`src/core/aps_consts.svh`:
```
// constants for the converter power and calibration sequencer
// assumes a 100 mhz system clock and a master clock of a few mhz
`ifndef APS_CONSTS_SVH
`define APS_CONSTS_SVH

// system clock rate, khz
`define APS_REF_KHZ 100000
// master clock rate the printed figures refer to, khz
`define APS_MCLK_KHZ 6000
// master clock rate of the power-on autocalibration figure, khz
`define APS_AUTO_MCLK_KHZ 4000

// durations as printed, in microseconds or nanoseconds
`define APS_POR_TOTAL_US 35000
`define APS_CAL_FULL_US 41700
`define APS_CAL_GO_US 9260
`define APS_CAL_ONE_US 4630
`define APS_AUTO_CAL_US 32000
`define APS_CONV_NS 3250
`define APS_WAKE_NS 5000

// cycle counts; least times round up, all but wake-up counted on master clock edges
`define APS_POR_CYC ((`APS_POR_TOTAL_US * `APS_MCLK_KHZ + 999) / 1000)
`define APS_CAL_FULL_CYC ((`APS_CAL_FULL_US * `APS_MCLK_KHZ + 999) / 1000)
`define APS_CAL_GO_CYC ((`APS_CAL_GO_US * `APS_MCLK_KHZ + 999) / 1000)
`define APS_CAL_ONE_CYC ((`APS_CAL_ONE_US * `APS_MCLK_KHZ + 999) / 1000)
`define APS_AUTO_CAL_CYC ((`APS_AUTO_CAL_US * `APS_AUTO_MCLK_KHZ + 999) / 1000)
`define APS_CONV_CYC ((`APS_CONV_NS * `APS_MCLK_KHZ + 999999) / 1000000)
// wake-up is timed on the system clock, it is an analog settling time
`define APS_WAKE_CYC ((`APS_WAKE_NS * `APS_REF_KHZ + 999999) / 1000000)

// width of the shared duration counter
`define APS_CNT_W 18

// calibration type codes in the control word
`define APS_CAL_FULL 2'h0
`define APS_CAL_GO 2'h1
`define APS_CAL_OFF 2'h2
`define APS_CAL_GAIN 2'h3

`endif

```
`src/core/aps_pkg.sv`:
```
// types for the converter power and calibration sequencer
// assumes aps_consts.svh is found on the include path
`include "aps_consts.svh"

package aps_pkg;

    // sequencer states
    typedef enum logic [2:0] {
        ST_POR_WAIT,
        ST_POR_CAL,
        ST_IDLE,
        ST_SLEEP,
        ST_WAKE,
        ST_CONV,
        ST_CAL
    } aps_state_t;

    // effective power policy after bits and pin are combined
    typedef enum logic [1:0] {
        POL_PD_BETWEEN_FULL,
        POL_POWER_UP,
        POL_PD_FULL,
        POL_PD_BETWEEN_PART
    } aps_policy_t;

    // control word written by the host
    typedef struct packed {
        logic power_policy_bit_hi;
        logic power_policy_bit_lo;
        logic trim_start_bit;
        logic [1:0] cal_type;
    } aps_ctrl_t;

    // whole module state
    typedef struct packed {
        aps_state_t st;
        logic [`APS_CNT_W-1:0] cnt;
        aps_ctrl_t ctrl;
        logic first_cal;
        logic pend_conv;
        logic pend_cal;
        logic busy;
        logic awake;
        logic ref_on;
        logic [2:0] conv_s;
        logic [2:0] lp_s;
        logic [2:0] cal_s;
        logic [2:0] mclk_s;
    } aps_regs_t;

endpackage

```
`src/core/aps_seq.sv`:
```
// power-state and calibration sequencer of a serial sar converter
// assumes pins arrive asynchronously and control writes come from logic on ref_clk_i
//
// Notes on behaviour
// - first convert pulse starts 35 ms cal
// - low-power pin ignored during power-on cal
// - early control write cancels power-on cal
// - wake from power-down takes 5 us
// - between-mode sleeps when busy falls at a conversion end
// - convert falling wakes except in full power-down, rising converts
// - software power-up command wakes device
// - policy bits and pin select power mode
// - cal starts on pin pulse or bit
// - cal durations per type, in clocks
// - cal pin rise before any convert pulse or write runs auto cal
// - conversion lasts 20 clocks, 3.25 us rounded up at 6 mhz
// - busy high through whole calibration
`timescale 1ns/1ps
`include "aps_consts.svh"

module aps_seq #(
    parameter int POR_CYC = `APS_POR_CYC,
    parameter int CAL_FULL_CYC = `APS_CAL_FULL_CYC,
    parameter int CAL_GO_CYC = `APS_CAL_GO_CYC,
    parameter int CAL_ONE_CYC = `APS_CAL_ONE_CYC,
    parameter int AUTO_CAL_CYC = `APS_AUTO_CAL_CYC,
    parameter int CONV_CYC = `APS_CONV_CYC,
    parameter int WAKE_CYC = `APS_WAKE_CYC
) (
    input wire logic ref_clk_i,
    input wire logic rst_n_i,
    input wire logic master_clock_in_i,
    input wire logic convert_start_n_i,
    input wire logic low_power_n_i,
    input wire logic cal_req_n_i,
    input wire logic ctrl_wr_i,
    input wire aps_pkg::aps_ctrl_t ctrl_data_i,
    input wire logic sw_convert_i,
    output logic busy_o,
    output logic awake_o,
    output logic ref_on_o,
    output aps_pkg::aps_state_t state_o
);

    localparam int CW = `APS_CNT_W;

    // refuse counts the counter cannot hold or that would never end
    generate
        if (POR_CYC < 1 || CAL_FULL_CYC < 1 || CAL_GO_CYC < 1 || CAL_ONE_CYC < 1
            || AUTO_CAL_CYC < 1 || CONV_CYC < 1 || WAKE_CYC < 1)
        begin : g_bad_min
            $error("aps_seq: every duration must be at least one cycle");
        end
        if (POR_CYC >= (1 << CW) || CAL_FULL_CYC >= (1 << CW) || CAL_GO_CYC >= (1 << CW)
            || CAL_ONE_CYC >= (1 << CW) || AUTO_CAL_CYC >= (1 << CW)
            || CONV_CYC >= (1 << CW) || WAKE_CYC >= (1 << CW))
        begin : g_bad_max
            $error("aps_seq: a duration does not fit the counter");
        end
    endgenerate

    // combine policy bits with the low-power pin
    function automatic aps_pkg::aps_policy_t policy_of(input aps_pkg::aps_ctrl_t c,
                                                       input logic lp_n);
        if (!c.power_policy_bit_hi && !c.power_policy_bit_lo)
        begin
            policy_of = lp_n ? aps_pkg::POL_POWER_UP : aps_pkg::POL_PD_BETWEEN_FULL;
        end
        else if (!c.power_policy_bit_hi)
        begin
            policy_of = aps_pkg::POL_PD_BETWEEN_FULL;
        end
        else if (!c.power_policy_bit_lo)
        begin
            policy_of = aps_pkg::POL_PD_FULL;
        end
        else
        begin
            policy_of = aps_pkg::POL_PD_BETWEEN_PART;
        end
    endfunction

    // calibration length for a type code, in master clock cycles
    function automatic logic [CW-1:0] cal_len(input logic [1:0] t);
        if (t == `APS_CAL_FULL)
        begin
            cal_len = CW'(CAL_FULL_CYC);
        end
        else if (t == `APS_CAL_GO)
        begin
            cal_len = CW'(CAL_GO_CYC);
        end
        else
        begin
            cal_len = CW'(CAL_ONE_CYC);
        end
    endfunction

    // reset release synchroniser; assertion stays asynchronous
    logic [1:0] rst_sync_q;
    logic rst_n;

    // two flops so the release is clean in this domain
    always_ff @(posedge ref_clk_i or negedge rst_n_i)
    begin
        if (!rst_n_i)
        begin
            rst_sync_q <= 2'h0;
        end
        else
        begin
            rst_sync_q <= {rst_sync_q[0], 1'b1};
        end
    end
    assign rst_n = rst_sync_q[1];

    aps_pkg::aps_regs_t s_q; // registered state
    aps_pkg::aps_regs_t s_d; // next state

    // decoded events; pin events from second and third sync stages, ctrl_cal straight from the write
    logic conv_fall;
    logic conv_rise;
    logic cal_fall;
    logic cal_rise;
    logic mclk_tick; // one-cycle enable per master clock rising edge
    aps_pkg::aps_policy_t pol; // effective policy now
    logic between; // either power-down-between option
    logic ctrl_cal; // write asks for a calibration

    assign conv_fall = s_q.conv_s[2] && !s_q.conv_s[1];
    assign conv_rise = !s_q.conv_s[2] && s_q.conv_s[1];
    assign cal_fall = s_q.cal_s[2] && !s_q.cal_s[1];
    assign cal_rise = !s_q.cal_s[2] && s_q.cal_s[1];
    assign mclk_tick = !s_q.mclk_s[2] && s_q.mclk_s[1];
    assign pol = policy_of(s_q.ctrl, s_q.lp_s[2]);
    assign between = (pol == aps_pkg::POL_PD_BETWEEN_FULL)
                     || (pol == aps_pkg::POL_PD_BETWEEN_PART);
    assign ctrl_cal = ctrl_wr_i && ctrl_data_i.trim_start_bit;

    // next-state logic of the whole sequencer
    always_comb
    begin
        s_d = s_q;
        // pin synchronisers, the first stage feeds only the second
        s_d.conv_s = {s_q.conv_s[1:0], convert_start_n_i};
        s_d.lp_s = {s_q.lp_s[1:0], low_power_n_i};
        s_d.cal_s = {s_q.cal_s[1:0], cal_req_n_i};
        s_d.mclk_s = {s_q.mclk_s[1:0], master_clock_in_i};
        // the start bit is a command, so it is not kept after the write
        if (ctrl_wr_i)
        begin
            s_d.ctrl = ctrl_data_i;
            s_d.ctrl.trim_start_bit = 1'b0;
        end
        case (s_q.st)
            // after supply-up: waiting for the first convert pulse or a write
            aps_pkg::ST_POR_WAIT:
            begin
                if (ctrl_wr_i)
                begin
                    // an early write cancels the power-on calibration
                    s_d.first_cal = 1'b0;
                    if (ctrl_cal)
                    begin
                        s_d.st = aps_pkg::ST_CAL;
                        s_d.cnt = cal_len(ctrl_data_i.cal_type);
                        s_d.busy = 1'b1;
                    end
                    else
                    begin
                        s_d.st = aps_pkg::ST_IDLE;
                    end
                end
                else if (conv_fall)
                begin
                    s_d.st = aps_pkg::ST_POR_CAL;
                    s_d.cnt = CW'(POR_CYC);
                    s_d.busy = 1'b1;
                end
                // cal pin released after supply-up runs the automatic full calibration
                else if (cal_rise)
                begin
                    s_d.st = aps_pkg::ST_CAL;
                    s_d.cnt = CW'(AUTO_CAL_CYC);
                    s_d.first_cal = 1'b0;
                    s_d.busy = 1'b1;
                end
            end
            // timeout plus self-calibration; low-power pin has no say here
            aps_pkg::ST_POR_CAL:
            begin
                if (mclk_tick)
                begin
                    if (s_q.cnt == CW'(1))
                    begin
                        s_d.st = aps_pkg::ST_IDLE;
                        s_d.busy = 1'b0;
                        s_d.first_cal = 1'b0;
                    end
                    else
                    begin
                        s_d.cnt = s_q.cnt - CW'(1);
                    end
                end
            end
            // powered, no activity
            aps_pkg::ST_IDLE:
            begin
                if (ctrl_cal)
                begin
                    s_d.st = aps_pkg::ST_CAL;
                    s_d.cnt = cal_len(ctrl_data_i.cal_type);
                    s_d.busy = 1'b1;
                end
                else if (cal_rise)
                begin
                    s_d.st = aps_pkg::ST_CAL;
                    // first_cal is always clear in this state, so a pin calibration takes the stored type's length
                    s_d.cnt = s_q.first_cal ? CW'(AUTO_CAL_CYC) : cal_len(s_q.ctrl.cal_type);
                    s_d.first_cal = 1'b0;
                    s_d.busy = 1'b1;
                end
                else if (conv_rise || sw_convert_i)
                begin
                    s_d.st = aps_pkg::ST_CONV;
                    s_d.cnt = CW'(CONV_CYC);
                    s_d.busy = 1'b1;
                end
                else if (pol == aps_pkg::POL_PD_FULL)
                begin
                    s_d.st = aps_pkg::ST_SLEEP;
                    s_d.awake = 1'b0;
                    s_d.ref_on = 1'b0;
                end
            end
            // powered down; the reference stays up only in the partial option
            aps_pkg::ST_SLEEP:
            begin
                if (ctrl_cal)
                begin
                    s_d.pend_cal = 1'b1;
                end
                // software wake needs a policy other than full power-down, or a cal start bit
                if ((ctrl_wr_i && (policy_of(ctrl_data_i, s_q.lp_s[2]) != aps_pkg::POL_PD_FULL))
                    || ctrl_cal)
                begin
                    s_d.st = aps_pkg::ST_WAKE;
                    s_d.cnt = CW'(WAKE_CYC);
                end
                else if ((conv_fall || cal_fall) && pol != aps_pkg::POL_PD_FULL)
                begin
                    s_d.st = aps_pkg::ST_WAKE;
                    s_d.cnt = CW'(WAKE_CYC);
                end
            end
            // settling after power-down, timed on the system clock
            aps_pkg::ST_WAKE:
            begin
                // a short convert pulse is held over rather than lost
                if (conv_rise || sw_convert_i)
                begin
                    s_d.pend_conv = 1'b1;
                end
                if (cal_rise || ctrl_cal)
                begin
                    s_d.pend_cal = 1'b1;
                end
                if (s_q.cnt == CW'(1))
                begin
                    s_d.awake = 1'b1;
                    s_d.ref_on = 1'b1;
                    s_d.pend_conv = 1'b0;
                    s_d.pend_cal = 1'b0;
                    if (s_q.pend_cal || cal_rise || ctrl_cal)
                    begin
                        s_d.st = aps_pkg::ST_CAL;
                        s_d.cnt = cal_len(ctrl_cal ? ctrl_data_i.cal_type : s_q.ctrl.cal_type);
                        s_d.busy = 1'b1;
                    end
                    else if (s_q.pend_conv || conv_rise || sw_convert_i)
                    begin
                        s_d.st = aps_pkg::ST_CONV;
                        s_d.cnt = CW'(CONV_CYC);
                        s_d.busy = 1'b1;
                    end
                    else
                    begin
                        s_d.st = aps_pkg::ST_IDLE;
                    end
                end
                else
                begin
                    s_d.cnt = s_q.cnt - CW'(1);
                end
            end
            // conversion; busy falls when the count runs out
            aps_pkg::ST_CONV:
            begin
                if (mclk_tick)
                begin
                    if (s_q.cnt == CW'(1))
                    begin
                        s_d.busy = 1'b0;
                        if (between || pol == aps_pkg::POL_PD_FULL)
                        begin
                            s_d.st = aps_pkg::ST_SLEEP;
                            s_d.awake = 1'b0;
                            s_d.ref_on = (pol == aps_pkg::POL_PD_BETWEEN_PART);
                        end
                        else
                        begin
                            s_d.st = aps_pkg::ST_IDLE;
                        end
                    end
                    else
                    begin
                        s_d.cnt = s_q.cnt - CW'(1);
                    end
                end
            end
            // calibration; busy stays high throughout
            aps_pkg::ST_CAL:
            begin
                if (mclk_tick)
                begin
                    if (s_q.cnt == CW'(1))
                    begin
                        s_d.busy = 1'b0;
                        s_d.st = aps_pkg::ST_IDLE;
                    end
                    else
                    begin
                        s_d.cnt = s_q.cnt - CW'(1);
                    end
                end
            end
            default:
            begin
                s_d.st = aps_pkg::ST_IDLE;
            end
        endcase
    end

    // state register; pins idle high so their synchronisers reset to one, the master clock one to zero
    always_ff @(posedge ref_clk_i or negedge rst_n)
    begin
        if (!rst_n)
        begin
            s_q <= '{st: aps_pkg::ST_POR_WAIT, cnt: '0, ctrl: '0, first_cal: 1'b1,
                     pend_conv: 1'b0, pend_cal: 1'b0, busy: 1'b0, awake: 1'b1,
                     ref_on: 1'b1, conv_s: 3'h7, lp_s: 3'h7, cal_s: 3'h7, mclk_s: 3'h0};
        end
        else
        begin
            s_q <= s_d;
        end
    end

    // outputs straight from flops
    assign busy_o = s_q.busy;
    assign awake_o = s_q.awake;
    assign ref_on_o = s_q.ref_on;
    assign state_o = s_q.st;

endmodule

```
`config.mk`:
```
export PLATFORM = sky130hd
export DESIGN_NAME = aps_seq
export DESIGN_NICKNAME = d
export VERILOG_FILES = /design/src/core/aps_pkg.sv /design/src/core/aps_seq.sv
export VERILOG_INCLUDE_DIRS = /design/src /design/src/core
export SDC_FILE = /design/constraint.sdc
export NUM_CORES = 1
export LEC_CHECK = 0
export BUFFER_PORTS_ARGS = -buffer_cell sky130_fd_sc_hd__clkbuf_2
export CELL_PAD_IN_SITES_DETAIL_PLACEMENT = 0
export CELL_PAD_IN_SITES_GLOBAL_PLACEMENT = 1
export CORE_ASPECT_RATIO = 1.1
export CORE_MARGIN = 2
export CORE_UTILIZATION = 47
export DETAILED_ROUTE_END_ITERATION = 12
export PLACE_DENSITY_LB_ADDON = 0.12
export SETUP_SLACK_MARGIN = 0.05
export SLEW_MARGIN = 30
export SYNTH_ARGS = -nofsm -noshare
export SYNTH_HDL_FRONTEND = slang
export SYNTH_SLANG_ARGS = --single-unit
```
`constraint.sdc`:
```
create_clock -name ref_clk_i -period 1.9 [get_ports ref_clk_i]
set_clock_uncertainty 0.15 [all_clocks]
set_input_delay 0.095 -clock ref_clk_i [delete_from_list [all_inputs] [get_ports ref_clk_i]]
set_output_delay 0.095 -clock ref_clk_i [all_outputs]
set_load 0.05 [all_outputs]
```
Yosys cells after proc, flatten, opt, wreduce, memory -nomap -nowiden
Cells that the tools add are included.
Storage, ports and cells
  flip-flop bits (word level): 45
  latch bits: 0
  RAM bits: 0
  memory bits (read-only): 0
  bits of input ports: 13
  output and inout bits: 6
  logic and storage cells: 170
  memories kept: 0
Cells by class
  add/subtract/negate cells: 1
  $mul: 0
  divide/modulo/power cells: 0
  magnitude comparators: 0
  equal/unequal tests: 36
  shifts and indexed selects: 0
  muxes and demuxes: 69
  bitwise logic cells: 0
  reductions and logical operators: 48
Operators with widths (count)
  $mux 21: 10
  $mux 18: 9
  $pmux 18 s6: 1
  $mux 16: 3
  $mux 3: 9
  $ne 2x2->1 const B: 13
  $mux 2: 11
  $mux 1: 20
  $eq 18x1->1 const B: 1
  $pmux 3 s6: 1
  $sub 18x1->18 const B: 1
  $reduce_and 8->1: 2
  $ne 3x3->1 const B: 5
  $ne 4x4->1 const B: 3
  $logic_and 1x1->1: 10
  $logic_or 1x1->1: 10
  $reduce_and 10->1: 1
  $eq 3x3->1 const B: 3
  $logic_not 1->1: 9
  $reduce_and 9->1: 1
  $logic_not 2->1: 4
  $eq 2x1->1 const B: 3
  $eq 3x2->1 const B: 2
  $pmux 2 s3: 1
  other kinds (17): 21

Longest topological paths before layout
Gate-level depths: netlist (run 1).
  word-level depth: 10
  mapped depth: 9
  gate-level depth less buffers: 8

Worst setup path before layout (run 1)
Ideal clock, no wire load.
  path type: reg-to-reg
  start: register s_q[29] (netlist name)
  end: register s_q (netlist bit state_o[2])
  library setup time: 125 ps
  arrival time: 2412 ps
  data required time: 1625 ps
  slack: -787 ps
  cell stages (with the launch flop): 8
  path buffers: 1
  period minus slack after synthesis: 2687 ps
  cells stage by stage: dfrtp_1 > nor4_4 > nand3b_2 > or3_1 > buf_6 > a22o_1 > or3_4 > mux2_4
On the way
  cells in the longest elaborated chain, start to end: 3
  elaborated cells between the ends (all ways): 5
  classes of those cells: 4 x eq/ne; 1 x reduce/logical
RTL lines
  start, declared: line aps_seq.sv:117  | aps_pkg::aps_regs_t s_q;
  start signal, assigned: line aps_seq.sv:349  | s_q <= '{st: aps_pkg::ST_POR_WAIT, cnt: '0, ctrl: '0, first_cal: 1'b1,
  $eq 18x1->1 (*)
  $ne 2x2->1 (no source line) / $ne 2x1->1 (equally long branches)
  $reduce_and 8->1 (no source line) (*)
Mark *: on every way between the ends. The rest lies on a longest branch, timed or not.
A chain may end at the register's enable or synchronous reset.

Worst setup path after layout (run 1)
  start: register s_q[35] (netlist name)
  end: register s_q (netlist bit state_o[2])
Same word-level chain as after synthesis.

==> results_dict.tcl, run 1 <==
set metrics [dict create \
    cts_tree "done" \
    grt_usage 0.302 \
    drtIter0Drc 221 \
    synth_warnings 0 \
    start_util 0.486 \
    tns_ns -12.76 \
    clockBufferDepth 2 \
    peakVddDrop_mv 0.882 \
    violations "negative setup slack" \
    worstMarginPinSlew_ns 0.521 \
    syn-num-nets 354 \
    layout_common_cells "109 x buf_4, 32 x dfrtp_1, 27 x o21ai_0" \
    grt_util_met2 0.531 \
    n_antenna_cell 0 \
    total_leakage_power_nw 1.96 \
    die_y_um 88.0 \
    hpwl_um 7540 \
    path_delay_family "simple AND/OR/NAND/NOR gates" \
    place_area_sq_um 3950 \
    gp_congestion 0.952 \
    netlist_top_cells_area "dfrtp_1 27%, dfstp_2 10%, o21ai_0 5.3%" \
    grt_use_met1 0.364 \
    antenna_found_initial 0 \
    die_area_sq_um 7070 \
    critPathLaunchType "flip-flop" \
    cp_data_required_time_ns 1.94 \
    critical_path_class "flip-flop to flip-flop" \
    ant_nets 0 \
    grt_pass1_wl_um 16300 \
    via_per_inst 6.13 \
    hold_class "input port to flip-flop" \
    synth.largest_area_cell "dfrtp_1" \
    drive_gt1_frac 0.423 \
    io_pins 19 \
    synth_top_area_frac 0.274 \
    dr.pass1.iters 5 \
    grt_setup_unrepaired "true" \
    max_freq_mhz 390 \
    syn_inst 339 \
    setup-violations-final 25 \
    fin_crit_sh 1.35 \
    nNetsFinal 487 \
    powerDensity_nw_per_um2 1630 \
    hold_path_depth 4 \
    timing.rr.start "s_q[35]" \
    path_clk_slew_ns 0.09 \
    grtUsageMet3 0.0515 \
    final_common_cell "buf_4" \
    vias 3389 \
    fin_area_sq_um 4420 \
    slowest_stage "or4_4" \
    relSlewSlack 0.653 \
    drv_slew 0 \
    fp.coreArea_sq_um 6190 \
    path_depth 6 \
    hold_start "ctrl_data_i[0]" \
    holdWs_ns 0.0302 \
    endpoint_kind "flip-flop" \
    die_w_um 80.3 \
    root_buffer "clkbuf_8" \
    clk-insertion-delay-late_ns 0.30 \
    grt_start_max_net_pins 26 \
    cp_slowest_stage_delay_ns 0.54 \
    max_cap_viol_count 0 \
    hold_viol 0 \
    period_needed_ns 2.56 \
    htreeDepth 2 \
    io_buffers 18 \
    syn-cell-area_sq_um 3010 \
    worstSetupStartpoint "s_q[35]" \
    worst-path-max-fanout 3 \
    crit_chain "nor4_4 > nand2_2 > or4_4 > a22o_4 > or3_4 > mux2_4" \
    cp.arrival_ns 2.61 \
    power_mw 7.18 \
    drt_wl_total_um 10100 \
    yosysSeqAreaShare 0.379 \
    grt.busiest_layer "met2" \
    r2r_cells 6 \
    rows 30 \
    cts_buffers 5 \
    grt_pass1_vias 3308 \
    routedWlPerCell_um 18.3 \
    drc_errors 0 \
    cts_num_sinks 45 \
    postSynthAreaPerCell_sq_um 8.89 \
    ys_async_sr_fraction 1.00 \
    synth_seq_cells 45 \
    synth_ff_type "dfrtp_1" \
    critPathBufInv 0 \
    synth_edf_count 0 \
    final_util 0.713 \
    area_delta_synth_final_pct 46.6 \
    finalWorstSetupSlack_ns -0.663 \
    yosysUniqueCellTypes 65 \
    status "complete, but fails checks" \
    grt_overflow 0 \
]
registers in the layout, summed over array words and instances, names as in the netlist:
name        count
s_q            29
busy_o          1
state_o         3
awake_o         1
rst_sync_q      2
ref_on_o        1
s_d             8
repair_timing:
action	4_1_cts	5_1_grt
pin swaps	7	10
buffers inserted	4	5
hold endpoints to repair	9	0
gates resized for setup	24	19
hold buffers	9	0
gates cloned	2	0
endpoints found under the setup margin	27	27
where the power goes:
group / internal (mW) / switching [mW]
clock: 0.428 / 0.334
combinational: 2.37 / 2.62
sequential: 1.23 / 0.203
total: 4.03 / 3.15
path summary, 6_finish.rpt:
path / to / slack (ns)
worst max-delay path: state_o[2] / -0.66
worst min-delay path: s_q[39] / 0.03
worst max register to register: state_o[2] / -0.66
worst min register to register: s_q[15] / 0.09
max in group asynchronous: awake_o / 0.93
min in group asynchronous: s_q[15] / 0.09
cells in the mapped netlist, types with 4 or more instances:
cell type   n
o31ai_1    15
nor2_1     24
or2_2       5
nand3_1    14
mux2_2      8
nand2b_1    8
nor3b_1     5
o21ai_0    32
o21a_1      5
dfrtp_1    33
a211o_1     4
nor3_1      8
nand3b_1    4
nand4_1     4
nor2b_1     7
a22o_1      5
a21oi_1    18
or3_1       6
clkbuf_1   14
o22ai_1     4
dfstp_2    12
nand2_1    17
inv_1      10
a22oi_1     4
tightest hold or removal path, delay by kind of cell:
family          cells  cell delay, ns
compound gates      2            0.16
buf+inv             1            0.09
simple gates        1            0.10
kinds of logic after synthesis:
family                   Yosys count  synth area share
AO/OA/AOI/OAI                    129             0.295
multiplexers                      12            0.0449
AND/OR/NAND/NOR                  116             0.215
other                              1           0.00124
buffers and inverters             29            0.0428
flip-flops                        45             0.379
XOR/XNOR                           5            0.0145
adder cells (fa/ha/maj)            2           0.00830
layer usage:
| metal | up-vias | part of all wire | wire [um] |
|---|---|---|---|
| met4 | 0 | 0.043 | 438 |
| met5 | - | 0 | 0 |
| li1 | 1571 | - | - |
| met3 | 49 | 0.045 | 453 |
| met1 | 1631 | 0.41 | 4100 |
| met2 | 138 | 0.51 | 5130 |
area by class of cell:
cell class,count,area [sq um]
Inverter,10,37.5
Clock inverter,2,37.5
Fill cell,527,1780
Multi-Input combinational cell,266,1920
Tap cell,80,100
Clock buffer,6,82.6
Sequential cell,45,1140
Timing Repair Buffer,144,1100
per-stage QoR:
step	setup WS, ns	std cells
after floorplan	-0.779	339
after global routing	-0.709	553
after CTS	-0.680	549
final	-0.663	553
after detailed placement	-0.713	526
after global placement	-0.695	526
Note: power is estimated with default switching activity, not from simulation.
==> run 2, diff against run 1 <==
--- a/config.mk
+++ b/config.mk
@@ -13,7 +13,7 @@
 export CORE_MARGIN = 2
 export CORE_UTILIZATION = 47
 export DETAILED_ROUTE_END_ITERATION = 12
-export PLACE_DENSITY_LB_ADDON = 0.12
+export PLACE_DENSITY = 0.81
 export SETUP_SLACK_MARGIN = 0.05
 export SLEW_MARGIN = 30
 export SYNTH_ARGS = -nofsm -noshare
==> results_dict.tcl, run 2 (same netlist as run 1, synthesis figures left out) <==
set metrics [dict create \
    routedWlPerCell_um 19.0 \
    vias 3547 \
    worst-path-max-fanout 3 \
    tns_ns -15.21 \
    cts_num_sinks 45 \
    clockBufferDepth 2 \
    rows 30 \
    grt_pass1_vias 3345 \
    die_w_um 80.3 \
    max_freq_mhz 377 \
    io_pins 19 \
    hold_viol 0 \
    grt_setup_unrepaired "true" \
    ant_nets 0 \
    power_switching_mw 3.51 \
    grt_start_max_net_pins 26 \
    violations "negative setup slack" \
    nNetsFinal 511 \
    p_sw_frac 0.442 \
    fp.coreArea_sq_um 6190 \
    grt_overflow 0 \
    drc_errors 0 \
    endpoint_kind "flip-flop" \
    relSlewSlack 0.659 \
    placedCellCount 542 \
    p_clk_frac 0.093 \
    drt_wl_total_um 11000 \
    io_buffers 18 \
    total_leakage_power_nw 2.13 \
    antenna_found_initial 0 \
    largest_reg_flops 29 \
    drv_slew 0 \
    wl_met2_um 5590 \
    crit_chain "nor4_4 > nand2_2 > or4_4 > a22o_4 > or3_4 > mux2_4" \
    worstMarginPinSlew_ns 0.511 \
    fin_area_sq_um 4760 \
    max_cap_viol_count 0 \
    n_antenna_cell 0 \
    cts_buffers 5 \
    peakVddDrop_mv 0.910 \
    grt_pass1_wl_um 16800 \
    period_needed_ns 2.65 \
    critical_path_class "flip-flop to flip-flop" \
    place_area_sq_um 4070 \
    clk-insertion-delay-late_ns 0.30 \
    setup-violations-final 27 \
    met1_length_um 4320 \
    start_util 0.486 \
    cts_tree "done" \
    slowest_stage "or4_4" \
    cp_slowest_stage_delay_ns 0.56 \
    cp_data_required_time_ns 1.94 \
    htreeDepth 2 \
    critPathLaunchType "flip-flop" \
    root_buffer "clkbuf_8" \
    die_area_sq_um 7070 \
    dr.max_layer_used "met4" \
    hpwl_um 7490 \
    wl_met3_um 545 \
    timing.rr.start "s_q[35]" \
    gp_congestion 0.917 \
    cp.arrival_ns 2.69 \
    pwr-share-seq 0.181 \
    status "complete, but fails checks" \
    worstSetupStartpoint "s_q[35]" \
    area_delta_synth_final_pct 57.8 \
    finalWorstSetupSlack_ns -0.754 \
    fin_crit_sh 1.40 \
    dr.pass1.iters 4 \
    via_per_inst 6.15 \
    drtIter0Drc 275 \
    die_y_um 88.0 \
    final_cells 577 \
    path_clk_slew_ns 0.09 \
    pwr-share-comb 0.726 \
    p_int_mw 4.42 \
    registers.top_by_ff_count "s_q" \
    hold_class "input port to flip-flop" \
    final_common_cell "buf_4" \
    powerDensity_nw_per_um2 1670 \
    layout_common_cells "122 x buf_4, 32 x dfrtp_1, 23 x nor2_1" \
    hold_start "ctrl_wr_i" \
    grt_usage 0.312 \
    drive_gt1_frac 0.477 \
]
[run 2: cell type report]
cell class,count,area (sq um)
Clock buffer,5,68.8
Fill cell,423,1440
Tap cell,80,100
Clock inverter,3,46.3
Multi-Input combinational cell,266,2030
Timing Repair Buffer,168,1330
Inverter,10,37.5
Sequential cell,45,1140
[run 2: metal layers]
metal	GRT usage	up-vias
met5	0	-
met4	0.120	0
met3	0.0361	48
met2	0.564	166
met1	0.380	1712
li1	-	1621
[run 2: through the flow]
step           utilization  power (mW)  setup slack (ns)  hold slack (ns)
2_1_floorplan            -        3.92            -0.779           -0.351
3_3_place_gp         0.657        5.83            -0.719           -0.270
3_5_place_dp         0.657        5.90            -0.787           -0.268
4_1_cts              0.731        7.20            -0.730           0.0587
5_1_grt              0.768        8.34            -0.786           0.0933
6_report             0.768        7.93            -0.754           0.0797
[run 2: worst paths after layout]
kind | depth (start not counted) | end | slack (ns)
min reg2reg | 0 | s_q[37] | 0.09
min in group asynchronous | 0 | s_q[37] | 0.09
max reg2reg | 6 | state_o[2] | -0.75
max in group asynchronous | 1 | s_d[7] | 0.93
max | 6 | state_o[2] | -0.75
min | 3 | s_q[19] | 0.08
[run 2: worst max-delay path, delay by kind of cell (launching register included)]
family | cells | cell delay, ns
AOI/OAI and AO/OA | 1 | 0.26
DFF | 1 | 0.43
muxes | 1 | 0.30
and+or+nand+nor | 4 | 1.40
[run 2: timing repair]
item / in CTS / in global routing
setup endpoints to repair: 27 / 27
pin swaps: 17 / 25
hold buffers: 10 / 0
endpoints found under the hold margin: 10 / 0
resized for setup: 46 / 40
buffers inserted: 9 / 8
cloned: 2 / 0
[run 2: power by group through the flow]
stage | Combinational (mW) | Clock [mW] | Sequential, mW
after CTS | 5.04 | 0.758 | 1.41
after detailed placement | 4.48 | 0 | 1.42
after floorplan | 2.40 | 0 | 1.52
after global routing | 6.09 | 0.782 | 1.46
final | 5.75 | 0.741 | 1.43
after global placement | 4.43 | 0 | 1.40
